$ cat config.mk
export PLATFORM = sky130hd
export DESIGN_NAME = ors_device_flat
export DESIGN_NICKNAME = d
export VERILOG_FILES = /design/src/hdl/ors_pkg.sv /design/src/hdl/ors_link_if.sv /design/src/hdl/ors_serial_rx.sv /design/src/hdl/ors_device.sv /design/src/flat_wrapper.sv
export VERILOG_INCLUDE_DIRS = /design/src /design/src/hdl
export SDC_FILE = /design/constraint.sdc
export NUM_CORES = 1
export LEC_CHECK = 0
export ABC_AREA = 1
export BUFFER_PORTS_ARGS = -buffer_cell sky130_fd_sc_hd__buf_2
export CAP_MARGIN = 10
export CORE_MARGIN = 2
export CORE_UTILIZATION = 44
export CTS_CLUSTER_DIAMETER = 200
export DETAILED_ROUTE_END_ITERATION = 10
export PLACE_DENSITY = 0.77
export SLEW_MARGIN = 20
export SYNTH_ARGS = -nofsm -noshare
export SYNTH_HDL_FRONTEND = slang
export SYNTH_SLANG_ARGS = --single-unit
$ cat constraint.sdc
create_clock -name mclk -period 1.8 [get_ports mclk]
set_clock_uncertainty 0.05 [all_clocks]
set_input_delay 0.09 -clock mclk [delete_from_list [all_inputs] [get_ports mclk]]
set_output_delay 0.09 -clock mclk [all_outputs]
set_load 0.1 [all_outputs]
$ cat src/hdl/ors_cfg.svh
/*
 Constants for the display reset and supply sequencing ends: reset
 values, command codes, interface select code and timing counts.
 Assumes a 40 MHz mclk shared by both ends.
*/
// Summary of operation
// - Reset pin low: display off, 128x64 mode
// - Reset: normal segment and row mapping
// - Reset clears serial interface shift register
// - Reset: display start line at zero
// - Reset: column address counter at zero
// - Reset: normal row output scan direction
// - Reset: contrast register loads 7f
// - Reset: normal display, as command a4
// - Host powers up logic, off, init, clear, panel
// - Host waits 100 ms before display on
// - Host power-down: off, panel, wait, logic
// - Logic supply never removed before panel supplies
// - Host resets display to recover from noise
// - Host uses interface chosen by select pins
`ifndef ORS_CFG_SVH
`define ORS_CFG_SVH

// Clock and timing
`define ORS_MCLK_NS 25
`define ORS_SETTLE_MS 100
`define ORS_SETTLE_CYC (`ORS_SETTLE_MS * 1000000 / `ORS_MCLK_NS)
`define ORS_RES_LOW_NS 3000
`define ORS_RES_LOW_CYC ((`ORS_RES_LOW_NS + `ORS_MCLK_NS - 1) / `ORS_MCLK_NS)

// Interface select code for the 4-wire serial link
`define ORS_SEL_SPI4 3'h0

// Reset values and mux ratio floor of the display state
`define ORS_RST_CONTRAST 8'h7f
`define ORS_RST_MUX 6'h3f
`define ORS_RST_START 6'h00
`define ORS_RST_COL 7'h00
`define ORS_MUX_MIN 6'h0f

// Command codes
`define ORS_CMD_DISP_OFF 8'hae
`define ORS_CMD_DISP_ON 8'haf
`define ORS_CMD_SHOW_RAM 8'ha4
`define ORS_CMD_ALL_LIT 8'ha5
`define ORS_CMD_NORMAL 8'ha6
`define ORS_CMD_INVERSE 8'ha7
`define ORS_CMD_SEG_NORM 8'ha0
`define ORS_CMD_SEG_REMAP 8'ha1
`define ORS_CMD_COM_NORM 8'hc0
`define ORS_CMD_COM_REV 8'hc8
`define ORS_CMD_CONTRAST 8'h81
`define ORS_CMD_MUX 8'ha8

// Host sequence lengths in bytes
`define ORS_INIT_LEN 11'h00b
`define ORS_CLEAR_LEN 11'h400

`endif

$ cat src/hdl/ors_pkg.sv
/*
 Types shared by both ends of the display sequencing link.
 Assumes ors_cfg.svh for all numeric constants.
*/
package ors_pkg;
	// One command or data byte
	typedef logic [7:0] ors_byte_t;

	// Display end command parser states
	typedef enum logic [3:0] {
		D_HOLD = 4'h1,
		D_IDLE = 4'h2,
		D_ARG_CONTRAST = 4'h4,
		D_ARG_MUX = 4'h8
	} ors_dev_state_t;

	// Host sequencer states
	typedef enum logic [9:0] {
		H_OFF = 10'h001,
		H_RST_LOW = 10'h002,
		H_SEND_OFF = 10'h004,
		H_INIT = 10'h008,
		H_CLEAR = 10'h010,
		H_VCC_WAIT = 10'h020,
		H_SEND_ON = 10'h040,
		H_RUN = 10'h080,
		H_DN_OFF = 10'h100,
		H_DN_WAIT = 10'h200
	} ors_host_state_t;
endpackage

$ cat src/hdl/ors_link_if.sv
/*
 Pins between the host and the display: reset, supply enables,
 interface select straps and the 4-wire serial command link.
 Assumes both ends run on the same mclk.
*/
`timescale 1ns/100ps
`default_nettype none
interface ors_link_if;
	logic resetPinLowActive; // Display reset, low active
	logic logicSupplyEn; // Logic supply on
	logic boosterSupplyEn; // Booster supply on
	logic panelSupplyEn; // Panel high voltage on
	logic interfaceSelectBit0; // Select strap bit 0
	logic interfaceSelectBit1; // Select strap bit 1
	logic interfaceSelectBit2; // Select strap bit 2
	logic csN; // Chip select, low active
	logic dcN; // Low command, high data
	logic sclk; // Serial clock
	logic sdin; // Serial data, msb first

	modport host (
		output resetPinLowActive, logicSupplyEn, boosterSupplyEn,
		output panelSupplyEn, interfaceSelectBit0, interfaceSelectBit1,
		output interfaceSelectBit2, csN, dcN, sclk, sdin
	);
	modport device (
		input resetPinLowActive, logicSupplyEn, boosterSupplyEn,
		input panelSupplyEn, interfaceSelectBit0, interfaceSelectBit1,
		input interfaceSelectBit2, csN, dcN, sclk, sdin
	);
endinterface
`default_nettype wire

$ cat src/hdl/ors_serial_rx.sv
/*
 Serial byte receiver of the display end. Samples sdin on each
 rising sclk while chip select is low. Assumes link pins are
 synchronous to mclk and sclk is at most a quarter of mclk.
*/
`timescale 1ns/100ps
`default_nettype none
module ors_serial_rx (
	input wire logic mclk, // System clock
	input wire logic nrst, // Async reset, low
	input wire logic clear, // Drop partial byte
	input wire logic csN, // Chip select, low active
	input wire logic sclk, // Serial clock
	input wire logic sdin, // Serial data
	input wire logic dcN, // Command or data flag
	output logic byteValid, // One-cycle byte strobe
	output ors_pkg::ors_byte_t byteData, // Received byte
	output logic byteIsData // Byte is display data
);
	import ors_pkg::*;

	logic sclkPrev; // Previous sclk for edge detect
	logic [2:0] bitCnt; // Bits held in shifter
	ors_byte_t shifter; // Partial byte
	logic next_sclkPrev;
	logic [2:0] next_bitCnt;
	ors_byte_t next_shifter;
	logic next_byteValid;
	ors_byte_t next_byteData;
	logic next_byteIsData;

	// Shift on rising sclk, emit after eighth bit
	always_comb begin
		next_sclkPrev = sclk;
		next_bitCnt = bitCnt;
		next_shifter = shifter;
		next_byteValid = 1'b0;
		next_byteData = byteData;
		next_byteIsData = byteIsData;
		if (clear || csN) begin
			// Deselect also drops a partial byte so framing recovers
			next_bitCnt = 3'h0;
			next_shifter = 8'h00;
		end else if (sclk && !sclkPrev) begin
			next_shifter = {shifter[6:0], sdin};
			next_bitCnt = bitCnt + 3'h1;
			if (bitCnt == 3'h7) begin
				next_byteValid = 1'b1;
				next_byteData = {shifter[6:0], sdin};
				next_byteIsData = dcN;
			end
		end
	end

	// State registers
	always_ff @(posedge mclk or negedge nrst) begin
		if (!nrst) begin
			sclkPrev <= 1'b0;
			bitCnt <= 3'h0;
			shifter <= 8'h00;
			byteValid <= 1'b0;
			byteData <= 8'h00;
			byteIsData <= 1'b0;
		end else begin
			sclkPrev <= next_sclkPrev;
			bitCnt <= next_bitCnt;
			shifter <= next_shifter;
			byteValid <= next_byteValid;
			byteData <= next_byteData;
			byteIsData <= next_byteIsData;
		end
	end
endmodule
`default_nettype wire

$ cat src/hdl/ors_device.sv
/*
 Display end: holds the display state at its reset values while the
 reset pin is low, then parses serial commands and data bytes.
 Assumes the host drives the link pins synchronously to mclk and
 keeps its own power and command ordering.
*/
`timescale 1ns/100ps
`include "ors_cfg.svh"
`default_nettype none
module ors_device (
	input wire logic mclk, // System clock
	input wire logic nrst, // Async reset, low
	ors_link_if.device link, // Pins from the host
	output logic ready, // Commands accepted
	output logic displayOn, // Panel display enabled
	output logic [5:0] muxRatio, // Active rows minus one
	output logic segRemap, // Column mapping reversed
	output logic comReverse, // Row scan reversed
	output logic [5:0] startLine, // Display start line
	output logic [6:0] colAddr, // Column address counter
	output ors_pkg::ors_byte_t contrast, // Contrast setting
	output logic allLit, // All pixels lit
	output logic inverse, // Inverted pixel sense
	output logic panelDriven // On and both supplies up
);
	import ors_pkg::*;

	logic inReset; // Reset pin low or no logic supply
	logic selOk; // Straps pick the serial link
	logic rxClear; // Clear the receiver
	logic rxValid; // Byte strobe
	ors_byte_t rxData; // Received byte
	logic rxIsData; // Byte is display data
	ors_dev_state_t state; // Parser state
	ors_dev_state_t next_state;
	logic next_ready;
	logic next_displayOn;
	logic [5:0] next_muxRatio;
	logic next_segRemap;
	logic next_comReverse;
	logic [5:0] next_startLine;
	logic [6:0] next_colAddr;
	ors_byte_t next_contrast;
	logic next_allLit;
	logic next_inverse;
	logic next_panelDriven;

	// An unpowered logic side behaves like a held reset pin
	assign inReset = !link.resetPinLowActive || !link.logicSupplyEn;
	assign selOk = {link.interfaceSelectBit2, link.interfaceSelectBit1,
		link.interfaceSelectBit0} == `ORS_SEL_SPI4;
	// Other interface selections are not built, so bytes are ignored
	assign rxClear = inReset || !selOk;

	// Serial byte receiver
	ors_serial_rx u_rx (
		.mclk(mclk),
		.nrst(nrst),
		.clear(rxClear),
		.csN(link.csN),
		.sclk(link.sclk),
		.sdin(link.sdin),
		.dcN(link.dcN),
		.byteValid(rxValid),
		.byteData(rxData),
		.byteIsData(rxIsData)
	);

	// Next display state from reset pin and received bytes
	always_comb begin
		next_state = state;
		next_ready = ready;
		next_displayOn = displayOn;
		next_muxRatio = muxRatio;
		next_segRemap = segRemap;
		next_comReverse = comReverse;
		next_startLine = startLine;
		next_colAddr = colAddr;
		next_contrast = contrast;
		next_allLit = allLit;
		next_inverse = inverse;
		next_panelDriven = displayOn && link.panelSupplyEn &&
			link.boosterSupplyEn;
		if (inReset) begin
			next_state = D_HOLD;
			next_ready = 1'b0;
			next_displayOn = 1'b0;
			next_muxRatio = `ORS_RST_MUX;
			next_segRemap = 1'b0;
			next_startLine = `ORS_RST_START;
			next_colAddr = `ORS_RST_COL;
			next_comReverse = 1'b0;
			next_contrast = `ORS_RST_CONTRAST;
			next_allLit = 1'b0;
			next_inverse = 1'b0;
			next_panelDriven = 1'b0;
		end else begin
			case (state)
				D_HOLD: begin
					// One cycle after release before bytes count
					next_state = D_IDLE;
					next_ready = 1'b1;
				end
				D_IDLE: begin
					if (rxValid && rxIsData) begin
						// Data byte advances the column, wraps at end
						next_colAddr = colAddr + 7'h01;
					end else if (rxValid) begin
						case (rxData)
							`ORS_CMD_DISP_OFF: next_displayOn = 1'b0;
							`ORS_CMD_DISP_ON: next_displayOn = 1'b1;
							`ORS_CMD_SHOW_RAM: next_allLit = 1'b0;
							`ORS_CMD_ALL_LIT: next_allLit = 1'b1;
							`ORS_CMD_NORMAL: next_inverse = 1'b0;
							`ORS_CMD_INVERSE: next_inverse = 1'b1;
							`ORS_CMD_SEG_NORM: next_segRemap = 1'b0;
							`ORS_CMD_SEG_REMAP: next_segRemap = 1'b1;
							`ORS_CMD_COM_NORM: next_comReverse = 1'b0;
							`ORS_CMD_COM_REV: next_comReverse = 1'b1;
							`ORS_CMD_CONTRAST: next_state = D_ARG_CONTRAST;
							`ORS_CMD_MUX: next_state = D_ARG_MUX;
							default: begin
								// Ranged commands carry their value
								if (rxData[7:6] == 2'h1) begin
									next_startLine = rxData[5:0];
								end else if (rxData[7:4] == 4'h0) begin
									next_colAddr[3:0] = rxData[3:0];
								end else if (rxData[7:4] == 4'h1) begin
									next_colAddr[6:4] = rxData[2:0];
								end
							end
						endcase
					end
				end
				D_ARG_CONTRAST: begin
					// Second byte is the contrast value
					if (rxValid) begin
						next_contrast = rxData;
						next_state = D_IDLE;
					end
				end
				D_ARG_MUX: begin
					if (rxValid) begin
						// Too few rows is ignored, old ratio kept
						if (rxData[5:0] >= `ORS_MUX_MIN) begin
							next_muxRatio = rxData[5:0];
						end
						next_state = D_IDLE;
					end
				end
				default: begin
					next_state = D_HOLD;
					next_ready = 1'b0;
				end
			endcase
		end
	end

	// State registers, reset values match the held reset pin
	always_ff @(posedge mclk or negedge nrst) begin
		if (!nrst) begin
			state <= D_HOLD;
			ready <= 1'b0;
			displayOn <= 1'b0;
			muxRatio <= `ORS_RST_MUX;
			segRemap <= 1'b0;
			comReverse <= 1'b0;
			startLine <= `ORS_RST_START;
			colAddr <= `ORS_RST_COL;
			contrast <= `ORS_RST_CONTRAST;
			allLit <= 1'b0;
			inverse <= 1'b0;
			panelDriven <= 1'b0;
		end else begin
			state <= next_state;
			ready <= next_ready;
			displayOn <= next_displayOn;
			muxRatio <= next_muxRatio;
			segRemap <= next_segRemap;
			comReverse <= next_comReverse;
			startLine <= next_startLine;
			colAddr <= next_colAddr;
			contrast <= next_contrast;
			allLit <= next_allLit;
			inverse <= next_inverse;
			panelDriven <= next_panelDriven;
		end
	end
endmodule
`default_nettype wire

$ cat src/flat_wrapper.sv
// flat-port wrapper written by rule: the top's interface ports become plain ports
module ors_device_flat import ors_pkg::*;
  (mclk, nrst, ready, displayOn, muxRatio, segRemap, comReverse, startLine, colAddr, contrast, allLit, inverse, panelDriven, link_resetPinLowActive, link_logicSupplyEn, link_boosterSupplyEn, link_panelSupplyEn, link_interfaceSelectBit0, link_interfaceSelectBit1, link_interfaceSelectBit2, link_csN, link_dcN, link_sclk, link_sdin);
  ors_link_if link_i ();
  input wire logic mclk;
  input wire logic nrst;
  output logic ready;
  output logic displayOn;
  output logic [5:0] muxRatio;
  output logic segRemap;
  output logic comReverse;
  output logic [5:0] startLine;
  output logic [6:0] colAddr;
  output ors_pkg::ors_byte_t contrast;
  output logic allLit;
  output logic inverse;
  output logic panelDriven;
  input wire logic [$bits(link_i.resetPinLowActive)-1:0] link_resetPinLowActive;
  input wire logic [$bits(link_i.logicSupplyEn)-1:0] link_logicSupplyEn;
  input wire logic [$bits(link_i.boosterSupplyEn)-1:0] link_boosterSupplyEn;
  input wire logic [$bits(link_i.panelSupplyEn)-1:0] link_panelSupplyEn;
  input wire logic [$bits(link_i.interfaceSelectBit0)-1:0] link_interfaceSelectBit0;
  input wire logic [$bits(link_i.interfaceSelectBit1)-1:0] link_interfaceSelectBit1;
  input wire logic [$bits(link_i.interfaceSelectBit2)-1:0] link_interfaceSelectBit2;
  input wire logic [$bits(link_i.csN)-1:0] link_csN;
  input wire logic [$bits(link_i.dcN)-1:0] link_dcN;
  input wire logic [$bits(link_i.sclk)-1:0] link_sclk;
  input wire logic [$bits(link_i.sdin)-1:0] link_sdin;
  assign link_i.resetPinLowActive = link_resetPinLowActive;
  assign link_i.logicSupplyEn = link_logicSupplyEn;
  assign link_i.boosterSupplyEn = link_boosterSupplyEn;
  assign link_i.panelSupplyEn = link_panelSupplyEn;
  assign link_i.interfaceSelectBit0 = link_interfaceSelectBit0;
  assign link_i.interfaceSelectBit1 = link_interfaceSelectBit1;
  assign link_i.interfaceSelectBit2 = link_interfaceSelectBit2;
  assign link_i.csN = link_csN;
  assign link_i.dcN = link_dcN;
  assign link_i.sclk = link_sclk;
  assign link_i.sdin = link_sdin;
  ors_device u_core (.mclk(mclk), .nrst(nrst), .link(link_i), .ready(ready), .displayOn(displayOn), .muxRatio(muxRatio), .segRemap(segRemap), .comReverse(comReverse), .startLine(startLine), .colAddr(colAddr), .contrast(contrast), .allLit(allLit), .inverse(inverse), .panelDriven(panelDriven));
endmodule
==> flow_metrics.tcl, run 1 <==
set metrics [dict create \
    grt_pass1_wl_um 11100 \
    yosys.cell_count.top_type "nand2_1" \
    vias 2579 \
    status "finished clean" \
    crit_type "flop to flop" \
    min_path_type "input pin to flop" \
    core_area_sq_um 6350 \
    cts.root.buffer_cell "clkbuf_8" \
    ys_ff_latch 59 \
    grt_util_met3_pct 5.253 \
    final.setup.tns_ps 0 \
    cts_buffers 9 \
    cp.arrival_ps 1810 \
    final_hold_viol_count 0 \
    cellPowerDensity_nw_per_um2 865.3 \
    grt_use_met2_pct 30.33 \
    fin_cells 500 \
    slew_headroom_pct 65.82 \
    drv_cap 0 \
    fp.dieW_um 85.09 \
    synth_nets 367 \
    avgSynthCellArea_sq_um 8.242 \
    syn-cell-area_sq_um 2893 \
    cp-start-kind "flop" \
    yosys.area.top_type "dfrtp_1" \
    ioPinCount 47 \
    drive_above_1_share_pct 27.90 \
    drc 0 \
    critPathMostFrequentCell "nand2_4" \
    clk_pin_slew_ps 80 \
    cp_slowest_cell "dfrtp_1" \
    max_stage_delay_ps 420 \
    yosysUniqueCellTypes 32 \
    first_pass_iters 4 \
    maxSlewViolCount 0 \
    viasPerCell 5.158 \
    min_period_ps 1625 \
    synth-async-reset-ratio_pct 100.0 \
    synth_flop_cell "dfrtp_1" \
    grt_usage_pct 19.60 \
    cp-end-kind "flop" \
    path_cells "nor2_2 > nand3_2 > inv_2 > nand2_1 > nand2_4 > nand2_4 > nor2_4 > o21ai_0 > o21a_1" \
    wl_um 6681 \
    clkLatencyLatePin_ps 350 \
    drt_first_iter_violations 166 \
    grt_max_degree 40 \
    grt_pass1_vias 2472 \
    drtAntennaViolNets 0 \
    design.die.area_sq_um 7239 \
    synthTopCellsByCount "nand2_1 (83), nor2_1 (47), dfrtp_1 (45)" \
    worstMarginPinSlew_ps 512.7 \
    port_buffers 46 \
    busiest_layer "met2" \
    synthTopCellsByArea "dfrtp_1 (39%), dfstp_2 (13%), nand2_1 (11%)" \
    cts_buffer_depth 2 \
    grt_setup_unrepaired "no" \
    finalCritPeriodShare_pct 90.26 \
    yosysSeqAreaShare_pct 51.64 \
    cp.required_ps 1990 \
    htreeDepth 3 \
    nNetsFinal 434 \
    dp.cells 475 \
    cts.sinks 59 \
    antenna_found_initial 0 \
    yosys_warnings 0 \
    use_met1_pct 25.70 \
    gp_congestion 0.9560 \
    setup_viol 0 \
    synth.top_cell.area_share_pct 38.93 \
    power.leakage_nw 1.780 \
    cp_max_fo 12 \
    wire_per_inst_um 13.36 \
    grt-ovfl-total 0 \
    fmaxAchievable_mhz 615.5 \
    synth_cells 351 \
    die_h_um 85.09 \
    start_util_pct 45.56 \
    area_growth_syn_to_layout_pct 23.14 \
    rows 29 \
    peakVddDrop_mv 0.4831 \
    diodes 0 \
    dp_hpwl_um 4842 \
    synth_edf_count 0 \
    cts_tree "built" \
]
==> metrics by stage <==
| stage | utilization, % | worst slack (ps) | total power [mW] | hold WS, ps | instance area (sq um) |
|---|---|---|---|---|---|
| after floorplan | - | 25.42 | 1.785 | -255.6 | 2898 |
| after detailed placement | 51.31 | 125.5 | 1.888 | 44.71 | 3258 |
| after global placement | 51.31 | 158.3 | 1.881 | 42.66 | 3258 |
| after global routing | 56.10 | 11.59 | 3.210 | 186.2 | 3562 |
| after CTS | 55.41 | 111.4 | 3.106 | 148.6 | 3518 |
| final | 56.10 | 175.3 | 3.082 | 152.6 | 3562 |
==> flip-flops by register name (all words and copies together), names as in the netlist <==
name / cells
u_core.u_rx.byteData: 8
u_core.allLit: 1
u_core.comReverse: 1
u_core.ready: 1
u_core.muxRatio: 6
u_core.panelDriven: 1
u_core.u_rx.bitCnt: 3
u_core.u_rx.byteValid: 1
u_core.startLine: 6
u_core.displayOn: 1
u_core.inverse: 1
u_core.u_rx.sclkPrev: 1
u_core.u_rx.shifter: 7
u_core.colAddr: 7
u_core.segRemap: 1
u_core.state: 4
u_core.u_rx.byteIsData: 1
u_core.contrast: 8
==> cells by family after synthesis <==
logic type | count (synthesis) | synth area share, %
flip-flops | 59 | 51.64
adder cells (fa/ha/maj) | 3 | 1.298
buffers and inverters | 53 | 7.309
AND/OR/NAND/NOR | 166 | 25.56
AO/OA/AOI/OAI | 70 | 14.19
==> report_power, final <==
group | switching [mW] | internal [mW]
registers | 0.0224 | 1.38
logic | 0.381 | 0.0844
clock network | 0.569 | 0.644
==> cells in the final DEF (no fill, tap or decap), types with 3 or more instances in the layout <==
| cell type | Yosys | layout |
|---|---|---|
| nand2_1 | 83 | 81 |
| buf_2 | 4 | 46 |
| nand4_1 | 9 | 9 |
| a31oi_1 | 6 | 6 |
| nand3_2 | 4 | 4 |
| dlygate4sd3_1 | 0 | 6 |
| o21ai_0 | 22 | 22 |
| nand2_4 | 3 | 3 |
| o21a_1 | 6 | 6 |
| nor2_1 | 47 | 46 |
| nor2_4 | 2 | 3 |
| clkbuf_8 | 0 | 9 |
| nor2_2 | 3 | 4 |
| nand3_1 | 10 | 10 |
| inv_1 | 43 | 42 |
| o22ai_1 | 11 | 11 |
| inv_2 | 3 | 4 |
| dfrtp_1 | 45 | 37 |
| nand2_2 | 3 | 5 |
| dfrtp_2 | 0 | 8 |
| ha_1 | 3 | 3 |
| dfstp_2 | 14 | 14 |
| a21oi_1 | 15 | 15 |
| buf_4 | 0 | 9 |
==> routing by layer <==
metal  share of wire, %  wire length, um
met1                 46             3047
met2                 46             3045
met3                6.0              401
met4                2.8              187
met5                  0                0
==> worst max-delay path, delay by kind of cell, from the launching register on <==
kind | cells | cell delay [ps]
AO/OA/AOI/OAI | 2 | 270
buffers and inverters | 1 | 80
flip-flops | 1 | 420
AND/OR/NAND/NOR | 6 | 690
==> worst paths after layout <==
check	startpoint	endpoint	slack, ps	depth (start not counted)
hold reg to reg	u_core.inverse	u_core.inverse	440	2
min in group asynchronous	nrst	u_core.colAddr[1]	190	2
setup reg to reg	u_core.state[2]	u_core.startLine[4]	180	9
max in group asynchronous	nrst	u_core.contrast[4]	880	3
setup / recovery	u_core.state[2]	u_core.startLine[4]	180	9
hold / removal	link_csN	u_core.u_rx.bitCnt[0]	150	6
==> repair_timing <==
action	in CTS	in global routing
hold endpoints to repair	19	0
hold buffers	6	0
resized for setup	0	10
setup endpoints to repair	0	10
setup buffers	0	2
==> area by class of cell <==
type                            instances  area (sq um)
Sequential cell                        59          1504
Timing Repair Buffer                   62         377.9
Clock inverter                          7         76.32
Clock buffer                            9         123.9
Tap cell                               77         96.34
Fill cell                             554          2788
Multi-Input combinational cell        240          1211
Inverter                               46         172.7
No activity file was read; power rests on OpenSTA's default activity.
==> run 2: changes to the inputs <==
--- a/config.mk
+++ b/config.mk
@@ -13,8 +13,7 @@
 export CORE_UTILIZATION = 44
 export CTS_CLUSTER_DIAMETER = 200
 export DETAILED_ROUTE_END_ITERATION = 10
-export PLACE_DENSITY = 0.77
-export SLEW_MARGIN = 20
+export SLEW_MARGIN = 10
 export SYNTH_ARGS = -nofsm -noshare
 export SYNTH_HDL_FRONTEND = slang
 export SYNTH_SLANG_ARGS = --single-unit
==> run 2 against run 1 <==
Wire length grew 0.31%. Die area is the same. Flip-flop and latch count is the same. Sequential share of layout area shrank 1.1 points. Critical path type unchanged. Largest cell class unchanged.
==> flow_metrics.tcl, run 2 (synthesized netlist as in run 1, its figures left out) <==
set metrics [dict create \
    status "finished clean" \
    area_growth_syn_to_layout_pct 26.56 \
    cp-end-kind "flop" \
    htreeDepth 3 \
    rows 29 \
    cp_max_fo 5 \
    die_h_um 85.09 \
    cts.root.buffer_cell "clkbuf_8" \
    slew_headroom_pct 67.53 \
    cts.sinks 59 \
    drv_cap 0 \
    grt_setup_unrepaired "no" \
    viasPerCell 4.969 \
    final_common_cell "nand2_1" \
    drc 0 \
    cellPowerDensity_nw_per_um2 819.1 \
    mostFrequentLayoutCells "nand2_1 (81), buf_2 (47), nor2_1 (44)" \
    pwr-share-seq_pct 46.7 \
    cts_buffers 9 \
    final_util_pct 57.66 \
    dp_hpwl_um 4874 \
    grt_usage_pct 19.88 \
    antenna_found_initial 0 \
    reg2reg_from "u_core.u_rx.byteData[7]" \
    p_sw_uw 909.3 \
    power.leakage_nw 1.861 \
    grt_max_degree 36 \
    drt_first_iter_violations 115 \
    grt_pass1_vias 2366 \
    gp_congestion 0.9669 \
    cts_tree "built" \
    min_period_ps 1649 \
    diodes 0 \
    pwr-share-clk_pct 37.5 \
    drtAntennaViolNets 0 \
    grt-ovfl-total 0 \
    start_util_pct 45.56 \
    final_hold_viol_count 0 \
    final_area_sq_um 3661 \
    cp.required_ps 1970 \
    wl_um 6702 \
    min_path_type "input pin to async pin" \
    design.die.area_sq_um 7239 \
    ioPinCount 47 \
    top_regs "u_core.contrast (8), u_core.u_rx.byteData (8)" \
    peakVddDrop_mv 0.5182 \
    setup_viol 0 \
    fp.dieW_um 85.09 \
    maxSlewViolCount 0 \
    wire_per_inst_um 13.04 \
    placed_area_sq_um 3311 \
    cts_buffer_depth 2 \
    netSwitchingFraction_pct 30.32 \
    combPwrFrac_pct 15.8 \
    worstReg2RegEnd "u_core.colAddr[2]" \
    nNetsFinal 448 \
    cp-start-kind "flop" \
    rrSetupSlack_ps 150 \
    core_area_sq_um 6350 \
    finalCritPeriodShare_pct 91.60 \
    first_pass_iters 4 \
    final.setup.tns_ps 0 \
    cp.arrival_ps 1820 \
    p_int_mw 2.089 \
    clk_pin_slew_ps 70 \
    drive_above_1_share_pct 30.43 \
    worstMarginPinSlew_ps 490.4 \
    fmaxAchievable_mhz 606.5 \
    crit_type "flop to flop" \
    grt_pass1_wl_um 11190 \
    vias 2554 \
    worstRegToRegCells 11 \
    port_buffers 46 \
    clkLatencyLatePin_ps 330 \
]
-- run 2: power by group through the flow --
stage / combinational, mW / clock (mW) / sequential [mW]
after floorplan: 0.0939 / 0 / 1.69
after global placement: 0.469 / 0 / 1.42
after detailed placement: 0.469 / 0 / 1.43
after CTS: 0.477 / 1.16 / 1.40
after global routing: 0.503 / 1.21 / 1.41
final: 0.474 / 1.12 / 1.40
-- run 2: metrics by stage --
step / cells / hold slack, ps / setup WS (ps) / total power [mW]
after floorplan: 351 / -255.6 / 25.42 / 1.785
after global placement: 482 / -112.1 / 135.3 / 1.893
after detailed placement: 482 / -116.5 / 123.2 / 1.895
after CTS: 504 / 55.90 / 101.5 / 3.043
after global routing: 514 / 68.03 / 5.964 / 3.122
final: 514 / 67.60 / 151.1 / 2.999
-- run 2: repair_timing --
item	4_1_cts	5_1_grt
hold buffers	6	0
endpoints found under the setup margin	0	8
hold endpoints to repair	57	0
buffers inserted	0	9
resized for setup	0	12
-- run 2: how the worst max path moves through the flow --
stage	end	slack, ps	from	cells past startpoint
2_1_floorplan	u_core.colAddr[6]	30	u_core.colAddr[0]	11
3_3_place_gp	u_core.colAddr[3]	140	u_core.u_rx.byteData[4]	11
3_5_place_dp	u_core.colAddr[3]	120	u_core.u_rx.byteData[4]	11
4_1_cts	u_core.colAddr[3]	100	u_core.u_rx.byteData[4]	11
5_1_grt	u_core.colAddr[2]	6	u_core.u_rx.byteData[6]	12
6_report	u_core.colAddr[2]	150	u_core.u_rx.byteData[7]	11
-- run 2: critical path, stage by stage, from the launching register on --
cell and delay (ps):
dfrtp_2 440, nand2_2 110, nor2_4 40, buf_2 150
nand2_2 80, nand2_1 50, nor2_1 120, nand3_2 140
nand2_4 130, nand3_2 100, nand2_1 70, nand2_1 50
-- run 2: cell type report --
| cell class | count | area (sq um) |
|---|---|---|
| repair buffers | 76 | 493.0 |
| fillers | 614 | 2689 |
| inverters | 46 | 172.7 |
| clock inverters | 4 | 22.52 |
| flip-flops and latches | 59 | 1504 |
| clock buffers | 12 | 166.4 |
| well taps | 77 | 96.34 |
| multi-input cells | 240 | 1206 |
-- run 2: metal layers --
metal	global-route usage, %	share of wire [%]	wire [um]
met5	0	0	0
met4	8.947	1.9	129
met3	5.350	4.9	331
met2	29.55	45	2993
met1	27.31	48	3246
